File: config.mk
export PLATFORM = sky130hd
export DESIGN_NAME = interp_zero_stuff_datapath
export DESIGN_NICKNAME = d
export VERILOG_FILES = /design/src/logic/interp_pkg.sv /design/src/logic/word_buffer2.sv /design/src/logic/interp_zero_stuff_datapath.sv
export SDC_FILE = /design/constraint.sdc
export NUM_CORES = 2
export LEC_CHECK = 0
export ABC_AREA = 0
export BUFFER_PORTS_ARGS = -buffer_cell sky130_fd_sc_hd__buf_2
export CORE_MARGIN = 1
export CORE_UTILIZATION = 66
export CTS_CLUSTER_DIAMETER = 40
export DETAILED_ROUTE_END_ITERATION = 10
export GPL_TIMING_DRIVEN = 0
export HOLD_SLACK_MARGIN = 0.02
export MAX_ROUTING_LAYER = met4
export PLACE_DENSITY = 0.82
export RECOVER_POWER = 50
export SLEW_MARGIN = 10
export SYNTH_ARGS = -nofsm -noshare
export SYNTH_HDL_FRONTEND = slang
export SYNTH_HIERARCHICAL = 1
export SYNTH_SLANG_ARGS = --single-unit
File: constraint.sdc
create_clock -name SYS_CLK -period 17.85 [get_ports SYS_CLK]
set_input_delay 3.57 -clock SYS_CLK [delete_from_list [all_inputs] [get_ports SYS_CLK]]
set_output_delay 3.57 -clock SYS_CLK [all_outputs]
set_load 0.03 [all_outputs]
File: src/logic/interp_pkg.sv
/*
 * Constants of the interpolating zero-stuff datapath: word width, filter
 * taps, the midscale code and the sequencer states.
 * Assumes a single system clock that runs at the converter update rate.
 */
package interp_pkg;
   localparam int DATA_W = 14;
   localparam int COEF_W = 16;
   localparam int ACC_W = 34;
   localparam int TAPS = 43;
   localparam int HIST_LEN = 22;
   localparam int ODD_PAIRS = 11;
   localparam int CTR_IDX = 11;
   localparam int ODD_MID = 10;
   localparam int COEF_SHIFT = 14;
   localparam logic [ACC_W-1:0] ROUND_BIAS = 34'h000002000;
   localparam logic signed [ACC_W-1:0] SAT_MAX = 34'sh000001fff;
   localparam logic signed [ACC_W-1:0] SAT_MIN = -34'sh000002000;
   localparam logic [DATA_W-1:0] MIDSCALE = 14'h2000;
   localparam logic [DATA_W-1:0] RESET_WORD = 14'h2000;
   localparam logic signed [COEF_W-1:0] COEF_CENTER = 16'sh4000;
   // Odd-tap coefficients, nearest to the center first; Q15 half-band set.
   localparam logic signed [COEF_W-1:0] COEF_ODD [ODD_PAIRS] = '{
      16'sh286d, -16'sh0cf0, 16'sh0746, -16'sh04a6, 16'sh0320, -16'sh021c,
      16'sh0166, -16'sh00e2, 16'sh0085, -16'sh0046, 16'sh001c
   };
   typedef enum logic [1:0] {
      ST_IDLE = 2'b00,
      ST_CTR = 2'b01,
      ST_ODD = 2'b11,
      ST_MID = 2'b10
   } seq_state_e;
endpackage

File: src/logic/word_buffer2.sv
/*
 * Two-entry word buffer with valid and ready on both sides.
 * Assumes one clock and a synchronous active-low reset.
 */
`timescale 1ns/1ps
`default_nettype none
module word_buffer2 (
   input wire logic clk,
   input wire logic rst_n,
   input wire logic in_valid,
   output logic in_ready,
   input wire logic [interp_pkg::DATA_W-1:0] in_data,
   output logic out_valid,
   input wire logic out_ready,
   output logic [interp_pkg::DATA_W-1:0] out_data
);
   import interp_pkg::*;
   logic [DATA_W-1:0] mem_ff [2];
   logic [DATA_W-1:0] nxt_mem [2];
   logic wptr_ff, nxt_wptr, rptr_ff, nxt_rptr;
   logic [1:0] cnt_ff, nxt_cnt;
   logic push, pop;

   assign in_ready = (cnt_ff != 2'h2);
   assign out_valid = (cnt_ff != 2'h0);
   assign out_data = mem_ff[rptr_ff];
   assign push = in_valid && in_ready;
   assign pop = out_valid && out_ready;

   always_comb begin
      nxt_mem = mem_ff;
      nxt_wptr = wptr_ff;
      nxt_rptr = rptr_ff;
      nxt_cnt = cnt_ff;
      if (push) begin
         nxt_mem[wptr_ff] = in_data;
         nxt_wptr = ~wptr_ff;
      end
      if (pop) begin
         nxt_rptr = ~rptr_ff;
      end
      if (push && !pop) begin
         nxt_cnt = cnt_ff + 2'h1;
      end else if (pop && !push) begin
         nxt_cnt = cnt_ff - 2'h1;
      end
   end

   always_ff @(posedge clk) begin
      if (!rst_n) begin
         mem_ff[0] <= RESET_WORD;
         mem_ff[1] <= RESET_WORD;
         wptr_ff <= 1'b0;
         rptr_ff <= 1'b0;
         cnt_ff <= 2'h0;
      end else begin
         mem_ff <= nxt_mem;
         wptr_ff <= nxt_wptr;
         rptr_ff <= nxt_rptr;
         cnt_ff <= nxt_cnt;
      end
   end
endmodule
`default_nettype wire

File: src/logic/interp_zero_stuff_datapath.sv
/*
 * Two-times interpolating half-band filter with optional midscale stuffing.
 * Assumes SYS_CLK is the converter update clock, samples arrive from logic
 * on the same clock, and the two mode pins are static board straps.
 */
// Operation
// Two static mode pins pick filter response and stuffing independently.
// Filter is a 43-tap half-band FIR symmetric about its center tap.
// Response select low gives low-pass, high gives high-pass.
// Each input sample yields exactly two filtered output samples.
// Even taps other than the center are zero and need no multiplier.
// High-pass negates only the center coefficient, all others unchanged.
// Stuffing on inserts one midscale code after every filter output.
// A multiplexer alternates filter output and the midscale register.
// Stuffing off sends filter outputs straight on with nothing inserted.
// Best dynamic range wants a clean external clock at update rate.
// Samples are captured in input registers on the rising clock edge.
// All words are 14-bit offset binary.
// Output is rounded and saturated to 14 bits before the multiplexer.
`timescale 1ns/1ps
`default_nettype none
module interp_zero_stuff_datapath (
   input wire logic SYS_CLK,
   input wire logic RST_N,
   input wire logic FILTER_RESPONSE_SELECT,
   input wire logic ZERO_STUFF_ENABLE,
   input wire logic IN_VALID,
   output logic IN_READY,
   input wire logic [interp_pkg::DATA_W-1:0] IN_DATA,
   output logic OUT_VALID,
   input wire logic OUT_READY,
   output logic [interp_pkg::DATA_W-1:0] OUT_DATA
);
   import interp_pkg::*;

   // Offset binary to two's complement is a flip of the top bit.
   function automatic logic signed [DATA_W-1:0] to_signed(input logic [DATA_W-1:0] w);
      to_signed = {~w[DATA_W-1], w[DATA_W-2:0]};
   endfunction

   // Rounds the Q15 sum (with gain two) and clamps it to a 14-bit word.
   // The bias and the arithmetic shift round half up, for negative sums as well.
   function automatic logic [DATA_W-1:0] round_sat(input logic signed [ACC_W-1:0] acc);
      logic signed [ACC_W-1:0] r;
      r = (acc + $signed(ROUND_BIAS)) >>> COEF_SHIFT;
      if (r > SAT_MAX) begin
         r = SAT_MAX;
      end else if (r < SAT_MIN) begin
         r = SAT_MIN;
      end
      round_sat = {~r[DATA_W-1], r[DATA_W-2:0]};
   endfunction

   // Sign-extends a sample to accumulator width so no product is cut short.
   function automatic logic signed [ACC_W-1:0] widen(input logic [DATA_W-1:0] w);
      widen = ACC_W'(to_signed(w));
   endfunction

   // Mirrored taps share one multiplier: the two samples are summed first.
   function automatic logic signed [ACC_W-1:0] pair_sum(input logic [DATA_W-1:0] a,
      input logic [DATA_W-1:0] b);
      pair_sum = widen(a) + widen(b);
   endfunction

   // Picks the state after a filter word: midscale follows it when stuffing is on.
   function automatic seq_state_e after_filter(input logic stuff, input seq_state_e plain);
      after_filter = stuff ? ST_MID : plain;
   endfunction

   logic resp_meta_ff;
   logic resp_ff;
   logic stuff_meta_ff;
   logic stuff_ff;
   logic nxt_resp_meta;
   logic nxt_resp;
   logic nxt_stuff_meta;
   logic nxt_stuff;
   logic [DATA_W-1:0] nxt_mid_reg;
   logic [DATA_W-1:0] hist_ff [HIST_LEN];
   logic [DATA_W-1:0] nxt_hist [HIST_LEN];
   seq_state_e state_ff;
   seq_state_e nxt_state;
   logic after_ctr_ff;
   logic nxt_after_ctr;
   logic [DATA_W-1:0] mid_reg_ff;
   logic [DATA_W-1:0] ctr_word;
   logic [DATA_W-1:0] odd_word;
   logic [DATA_W-1:0] push_word;
   logic signed [ACC_W-1:0] ctr_acc;
   logic signed [ACC_W-1:0] odd_acc;
   logic signed [COEF_W-1:0] ctr_coef;
   logic push_valid;
   logic push_ready;
   logic take;

   // Mode straps come from board pins, so each passes two flops before use.
   always_comb begin
      nxt_resp_meta = FILTER_RESPONSE_SELECT;
      nxt_resp = resp_meta_ff;
      nxt_stuff_meta = ZERO_STUFF_ENABLE;
      nxt_stuff = stuff_meta_ff;
      nxt_mid_reg = MIDSCALE;
   end

   always_ff @(posedge SYS_CLK) begin
      if (!RST_N) begin
         resp_meta_ff <= 1'b0;
         resp_ff <= 1'b0;
         stuff_meta_ff <= 1'b0;
         stuff_ff <= 1'b0;
         mid_reg_ff <= MIDSCALE;
      end else begin
         resp_meta_ff <= nxt_resp_meta;
         resp_ff <= nxt_resp;
         stuff_meta_ff <= nxt_stuff_meta;
         stuff_ff <= nxt_stuff;
         mid_reg_ff <= nxt_mid_reg;
      end
   end

   // Ready stays low for every word of a sample, so the history cannot shift
   // under a phase that is still waiting for room in the buffer.
   assign IN_READY = (state_ff == ST_IDLE);
   assign take = IN_VALID && IN_READY;

   // Input history at the data rate; entry zero is the newest sample.
   always_comb begin
      nxt_hist = hist_ff;
      if (take) begin
         nxt_hist[0] = IN_DATA;
         for (int i = 1; i < HIST_LEN; i++) begin
            nxt_hist[i] = hist_ff[i-1];
         end
      end
   end

   // Only the center tap and the odd taps are multiplied; the rest are zero.
   // Both phase words are formed every cycle and the sequencer picks one.
   always_comb begin
      ctr_coef = resp_ff ? -COEF_CENTER : COEF_CENTER;
      ctr_acc = ACC_W'(ctr_coef) * widen(hist_ff[CTR_IDX]);
      odd_acc = '0;
      for (int j = 0; j < ODD_PAIRS; j++) begin
         odd_acc = odd_acc + ACC_W'(COEF_ODD[j]) * pair_sum(hist_ff[ODD_MID-j],
            hist_ff[ODD_MID+1+j]);
      end
      ctr_word = round_sat(ctr_acc);
      odd_word = round_sat(odd_acc);
   end

   // Sequencer: center phase, odd phase, and midscale after each when stuffing.
   always_comb begin
      nxt_state = state_ff;
      nxt_after_ctr = after_ctr_ff;
      push_valid = 1'b0;
      push_word = mid_reg_ff;
      unique case (state_ff)
         ST_IDLE: begin
            if (take) begin
               nxt_state = ST_CTR;
            end
         end
         ST_CTR: begin
            push_valid = 1'b1;
            push_word = ctr_word;
            if (push_ready) begin
               nxt_after_ctr = 1'b1;
               nxt_state = after_filter(stuff_ff, ST_ODD);
            end
         end
         ST_MID: begin
            push_valid = 1'b1;
            push_word = mid_reg_ff;
            // The odd phase follows the center word; after the odd word the sample is done.
            if (push_ready) begin
               nxt_state = after_ctr_ff ? ST_ODD : ST_IDLE;
            end
         end
         ST_ODD: begin
            push_valid = 1'b1;
            push_word = odd_word;
            if (push_ready) begin
               nxt_after_ctr = 1'b0;
               nxt_state = after_filter(stuff_ff, ST_IDLE);
            end
         end
      endcase
   end

   always_ff @(posedge SYS_CLK) begin
      if (!RST_N) begin
         for (int i = 0; i < HIST_LEN; i++) begin
            hist_ff[i] <= RESET_WORD;
         end
      end else begin
         hist_ff <= nxt_hist;
      end
   end

   // A mode strap change takes effect at the next phase decision, never inside a word.
   always_ff @(posedge SYS_CLK) begin
      if (!RST_N) begin
         state_ff <= ST_IDLE;
         after_ctr_ff <= 1'b0;
      end else begin
         state_ff <= nxt_state;
         after_ctr_ff <= nxt_after_ctr;
      end
   end

   // The two-entry buffer absorbs a receiver stall without losing a filter word.
   word_buffer2 u_out_buf (
      .clk(SYS_CLK),
      .rst_n(RST_N),
      .in_valid(push_valid),
      .in_ready(push_ready),
      .in_data(push_word),
      .out_valid(OUT_VALID),
      .out_ready(OUT_READY),
      .out_data(OUT_DATA)
   );
endmodule
`default_nettype wire

Word-level counts from Yosys, hierarchy flattened
Index checks and enable logic that the tools add are counted.
Storage, ports and cells
  bits in registers: 347
  input port bits: 20
  word-level logic and storage cells: 154
Cells by class
  add/subtract/negate cells: 25
  multipliers: 12
  order comparisons: 7
  eq/ne operators: 8
  muxes and demuxes: 26
  bitwise gates (word level): 28
  reduce and logical (&&, ||, !) cells: 15
Operators by type and width (number)
  14-bit by 14-bit adder with 15-bit output: 11
  14-bit two-way mux: 8
  9-bit by 15-bit multiplier with 24-bit output, first input constant: 4
  34-bit by 24-bit adder with 34-bit output: 2
  11-bit by 15-bit multiplier with 26-bit output, first input constant: 2
  33-bit by 26-bit adder with 34-bit output: 1
  34-bit by 15-bit adder with 34-bit output, second input constant: 1
  34-bit by 21-bit adder with 34-bit output: 1
  34-bit by 23-bit adder with 34-bit output: 1
  34-bit by 25-bit adder with 34-bit output: 1
  34-bit by 26-bit adder with 34-bit output: 1
  32-bit by 27-bit adder with 33-bit output: 1
  31-bit by 27-bit adder with 32-bit output: 1
  30-bit by 15-bit adder with 31-bit output, second input constant: 1
  30-bit by 28-bit adder with 31-bit output: 1
  15-bit by 15-bit multiplier with 30-bit output, first input constant: 1
  16-bit by 14-bit multiplier with 30-bit output: 1
  28-bit bitwise mux: 1
  14-bit case mux with 2 select lines: 1
  1-bit NOT: 26
  8-bit by 15-bit multiplier with 23-bit output, first input constant: 1
  7-bit by 15-bit multiplier with 22-bit output, first input constant: 1
  6-bit by 15-bit multiplier with 21-bit output, first input constant: 1
  20-bit by 14-bit greater-than comparator with 1-bit output, second input constant: 1
  other kinds (26): 50

Depth between registers and ports, before layout
  word-level depth: 20
  mapped depth: 58
  mapped depth without buffers: 58

Cells and area by module
The synthesis kept the hierarchy.
Modules (own cells, without submodules)
  interp_zero_stuff_datapath: times used 1, cells each 6015, area an instance 53675.2 um^2, seq. area each 6306.0 um^2
  word_buffer2: times used 1, cells each 149, area an instance 1450.1 um^2, seq. area each 640.6 um^2

Least setup slack after synthesis
Ideal clock, no wire load.
  path type: register to register
  from: register hist_ff[71] (netlist name)
  to: register u_out_buf/mem_ff[19] (netlist name)
  setup time: 72 ps
  arrival time: 12851 ps
  slack: 4928 ps
  stages on the path, launching flop included: 52
  buffers on the path: 1
  clock period less this slack: 12922 ps
  path through: dfxtp_1 ha_1 a21o_1 a21oi_1 o21bai_1 a31o_2 a211oi_1 a21oi_1 xor2_1 xnor2_1 xnor2_1 fa_1 fa_1 fa_1 ha_1 ha_1 and3_1 a21oi_1 [16 not listed] inv_1 fa_1 inv_1 fa_1 inv_1 ha_1 a21oi_1 or3b_1 a21oi_1 mux2_2 nor3b_1 nand3_1 nor4_1 or2_1 buf_6 a221o_1 nand2_1 mux2i_1
Between the ends
  word-level cells in the longest chain between the ends: 14
  elaborated cells between the ends (all ways): 15
  classes of those cells: add/sub: 8; mul: 1; order compare: 2; mux: 4
Ends and longest elaborated chain
  from (decl): RTL line interp_zero_stuff_datapath.sv:79  | logic [DATA_W-1:0] hist_ff [HIST_LEN];
  from (signal assigned): RTL line interp_zero_stuff_datapath.sv:196  | hist_ff <= nxt_hist;
  14-bit by 14-bit adder with 15-bit output *: RTL line interp_zero_stuff_datapath.sv:62  | pair_sum = widen(a) + widen(b);
  9-bit by 15-bit multiplier with 24-bit output *: RTL line interp_zero_stuff_datapath.sv:144  | odd_acc = odd_acc + ACC_W'(COEF_ODD[j]) * pair_sum(hist_ff[ODD_MID-j],
  34-bit by 26-bit adder with 34-bit output *: RTL line interp_zero_stuff_datapath.sv:144
  34-bit by 25-bit adder with 34-bit output *: RTL line interp_zero_stuff_datapath.sv:144
  34-bit by 24-bit adder with 34-bit output * (2 in series): RTL line interp_zero_stuff_datapath.sv:144
  34-bit by 23-bit adder with 34-bit output *: RTL line interp_zero_stuff_datapath.sv:144
  34-bit by 21-bit adder with 34-bit output *: RTL line interp_zero_stuff_datapath.sv:144
  34-bit by 15-bit adder with 34-bit output *: RTL line interp_zero_stuff_datapath.sv:45  | r = (acc + $signed(ROUND_BIAS)) >>> COEF_SHIFT;
  20-bit by 14-bit < comparator with 1-bit output: RTL line interp_zero_stuff_datapath.sv:48  | end else if (r < SAT_MIN) begin
  14-bit two-way mux: RTL line interp_zero_stuff_datapath.sv:48
  14-bit two-way mux *: RTL line interp_zero_stuff_datapath.sv:46  | if (r > SAT_MAX) begin
  14-bit case mux with 2 select lines *: RTL line interp_zero_stuff_datapath.sv:157  | unique case (state_ff)
  net push_word[5]: RTL line interp_zero_stuff_datapath.sv:88  | logic [DATA_W-1:0] push_word;
  28-bit bitwise mux *: RTL line word_buffer2.sv:36  | nxt_mem[wptr_ff] = in_data;
  to (signal assigned): RTL line word_buffer2.sv:57  | mem_ff <= nxt_mem;
  to (decl): RTL line word_buffer2.sv:18  | logic [DATA_W-1:0] mem_ff [2];
Mark *: on every way through the listed nets, which the timed path passes. The rest lies on a longest branch.
A chain may end at the register's enable or synchronous reset.

Worst setup path after layout
  from: register hist_ff[70] (netlist name)
  to: register u_out_buf/mem_ff[25] (netlist name)
The elaborated chain is that of the path after synthesis.

==> reports/results.txt <==
worst hold path startpoint - u_out_buf/mem_ff[13]
Cell Area, Synth - 55,100 um^2
1st-iter DRT viols - 2,824
Slew @ Worst Pin - 1.30 ns
Yosys top cell area share - 0.272
Hold Buf Count CTS - 0
wire per inst - 19.4 um
hold path depth - 1
most used flip-flop cell after synthesis - dfxtp_1
yosys warns - 6
sequential share of the synthesized area - 0.126
drt total wl - 143 mm
Hold Fails Final Rpt - 0
Max Cap Viol - 0
grt ovf - 0
number of port buffers - 34
Max Fclk - 66.6 MHz
Critical Path AT - 15.54 ns
Core Footprint - 82,400 um^2
DIE AREA - 84,700 um^2
critical path class - reg -> reg
Worst Skew - 0.0437 ns
vias in the first global route - 43.2k
Setup crit end kind - flip-flop
Final Max Slew Viols - 0
Root Buffer Master - clkbuf_16
DR vias - 41.9k
fill count - 6,199
Layout Area Growth over Synthesis - 5.96%
Die Span Y - 291 um
DR WL met3 - 9.37 mm
Hold Crit Endpoint - u_out_buf/mem_ff[13]
reg2reg end - u_out_buf/mem_ff[25]
first-pass GRT wire length - 227 mm
final antenna diode count - 0
Multi-input gate area - 42,700 um^2
H-Tree Depth - 2
register area - 6950 um^2
worst skew pair latency - 0.64 ns
WL met2 - 66.6 mm
Nets - 8,044
FFs w/ async S/R, synth - 0
postcts setup bufs - 0
Rows - 105
TritonCTS clock tree - done
most frequent cells in the layout - 1,323 x inv_1, 1,026 x ha_1, 751 x nand2_1, 748 x fa_1, 475 x a21oi_1
Max clock buf depth - 3
RSZ-0062 raised after global routing - no
clock slew at reported path FFs - 0.06 ns
most used cell, CP - fa_1
share of cells above drive strength 1 - 0.0323
synthesized net count - 7,958
Sink Count - 347
post-route cell area - 58,400 um^2
detailed-placement wirelength estimate - 124 mm
final setup fails - 0
Placer Congestion - 1.03
Pre-Repair DR Iteration Count - 5
Syn Inst Count - 6,164
DRC - 0
Vias/cell - 5.70
post_cts resized - 0
startpoint types - flip-flop
uppermost routed layer - met4
reg2reg setup slack - 2.84 ns
reg2reg start - hist_ff[70]
count of flip-flops with a built-in enable after synthesis - 0
initial antenna violation count - 0
# IOs - 36
worst reg2reg path depth - 52
Routed Antenna Nets - 0
largest net degree at the start of global routing - 18
syn avg cell area - 8.94 um^2
Slew HR - 0.127
Total Neg Setup Slack - 0 ns
number of distinct library cells after synthesis - 92
#FFs+latches synth - 347
Largest stage delay, worst path - 0.71 ns
placed cell area - 56,600 um^2
die width - 291 um
status - complete, no violations
largest area contributor in the netlist - fa_1
slowest CP cell - fa_1
gr usage total - 0.353
WP data required - 18.38 ns
min Tclk post-route - 15.01 ns
Initial Utilization - 0.669
top cells by area, synth - fa_1 27%, ha_1 23%, dfxtp_1 13%, inv_1 9.0%, nand2_1 5.1%
critical path fanouts, max - 10
most common cell after layout, fill and taps aside - inv_1
Num CTS Buffers - 50
min-delay worst type - reg -> reg
wl on met1 - 60.2 mm
Final period util - 0.841
==> how the worst max path moves through the flow <==
stage / startpoint / end / slack (ns)
3_5_place_dp: hist_ff[70] / u_out_buf/mem_ff[8] / 2.99
6_report: hist_ff[70] / u_out_buf/mem_ff[25] / 2.84
2_1_floorplan: hist_ff[71] / u_out_buf/mem_ff[19] / 4.93
5_1_grt: hist_ff[70] / u_out_buf/mem_ff[22] / 1.98
4_1_cts: hist_ff[70] / u_out_buf/mem_ff[8] / 2.93
3_3_place_gp: hist_ff[70] / u_out_buf/mem_ff[22] / 3.25
==> kinds of logic after synthesis <==
family,Yosys count,share of synthesized area
multiplexers,46,0.00872
buffers and inverters,1445,0.0991
AO/OA/AOI/OAI,934,0.106
AND/OR/NAND/NOR,1258,0.0981
XOR/XNOR,356,0.0568
flip-flops,347,0.126
adder cells (fa/ha/maj),1778,0.505
==> through the flow <==
step,worst slack [ns],cells,utilization,hold WS (ns)
after floorplan,4.93,6164,-,0.412
after global placement,3.25,7268,0.688,0.422
after detailed placement,2.99,7268,0.688,0.424
after CTS,2.93,7361,0.709,0.457
after global routing,1.98,7361,0.709,0.477
final,2.84,7361,0.709,0.455
==> flip-flops by register name, summed over array words and instances, names as in the netlist <==
signal and flops:
hist_ff 308, u_out_buf/mem_ff 28, state_ff 2, u_out_buf/cnt_ff 2, after_ctr_ff 1, nxt_resp 1, nxt_stuff 1, resp_ff 1
stuff_ff 1, u_out_buf/rptr_ff 1, u_out_buf/wptr_ff 1
==> Yosys cell counts (all sizes together) (10+ instances only) <==
cell    number
a211o       10
a211oi      18
a21o        75
a21oi      477
a31o        13
a31oi       14
a41o        11
and2        26
and3        17
buf         15
clkbuf     105
dfxtp      347
fa         748
ha        1026
inv       1323
mux2        16
mux2i       30
nand2      752
nand2b      27
nand3       66
nor2       176
nor2b       33
nor3        90
o211ai      43
o21a        36
o21ai       95
o21bai      55
o41ai       16
or2         17
or3         19
xnor2      243
xor2       113
==> layer usage <==
layer / track usage / up-vias
met4: 0.146 / 0
li1: - / 19900
met2: 0.567 / 1357
met3: 0.0498 / 327
met1: 0.448 / 20400
met5: - / -
==> cell type report <==
| type | count | area share |
|---|---|---|
| plain buffers | 120 | 0.00831 |
| multi-input cells | 4372 | 0.731 |
| repair buffers | 34 | 0.00287 |
| flip-flops and latches | 347 | 0.119 |
| clock inverters | 34 | 0.00748 |
| inverters | 1325 | 0.0852 |
| well taps | 1070 | 0.0229 |
| clock buffers | 59 | 0.0229 |
==> worst max-delay path: cells and delay by family, from the launching register on <==
| kind | cells | cell delay (ns) |
|---|---|---|
| xor+xnor | 3 | 0.67 |
| mux | 2 | 0.52 |
| buf+inv | 8 | 0.93 |
| fa+ha+maj | 16 | 7.33 |
| simple gates | 11 | 2.69 |
| flops | 1 | 0.35 |
| compound gates | 12 | 2.41 |
Power is not shown: default switching activity piles up to over one toggle a cycle in this logic, so the estimate is an artifact.
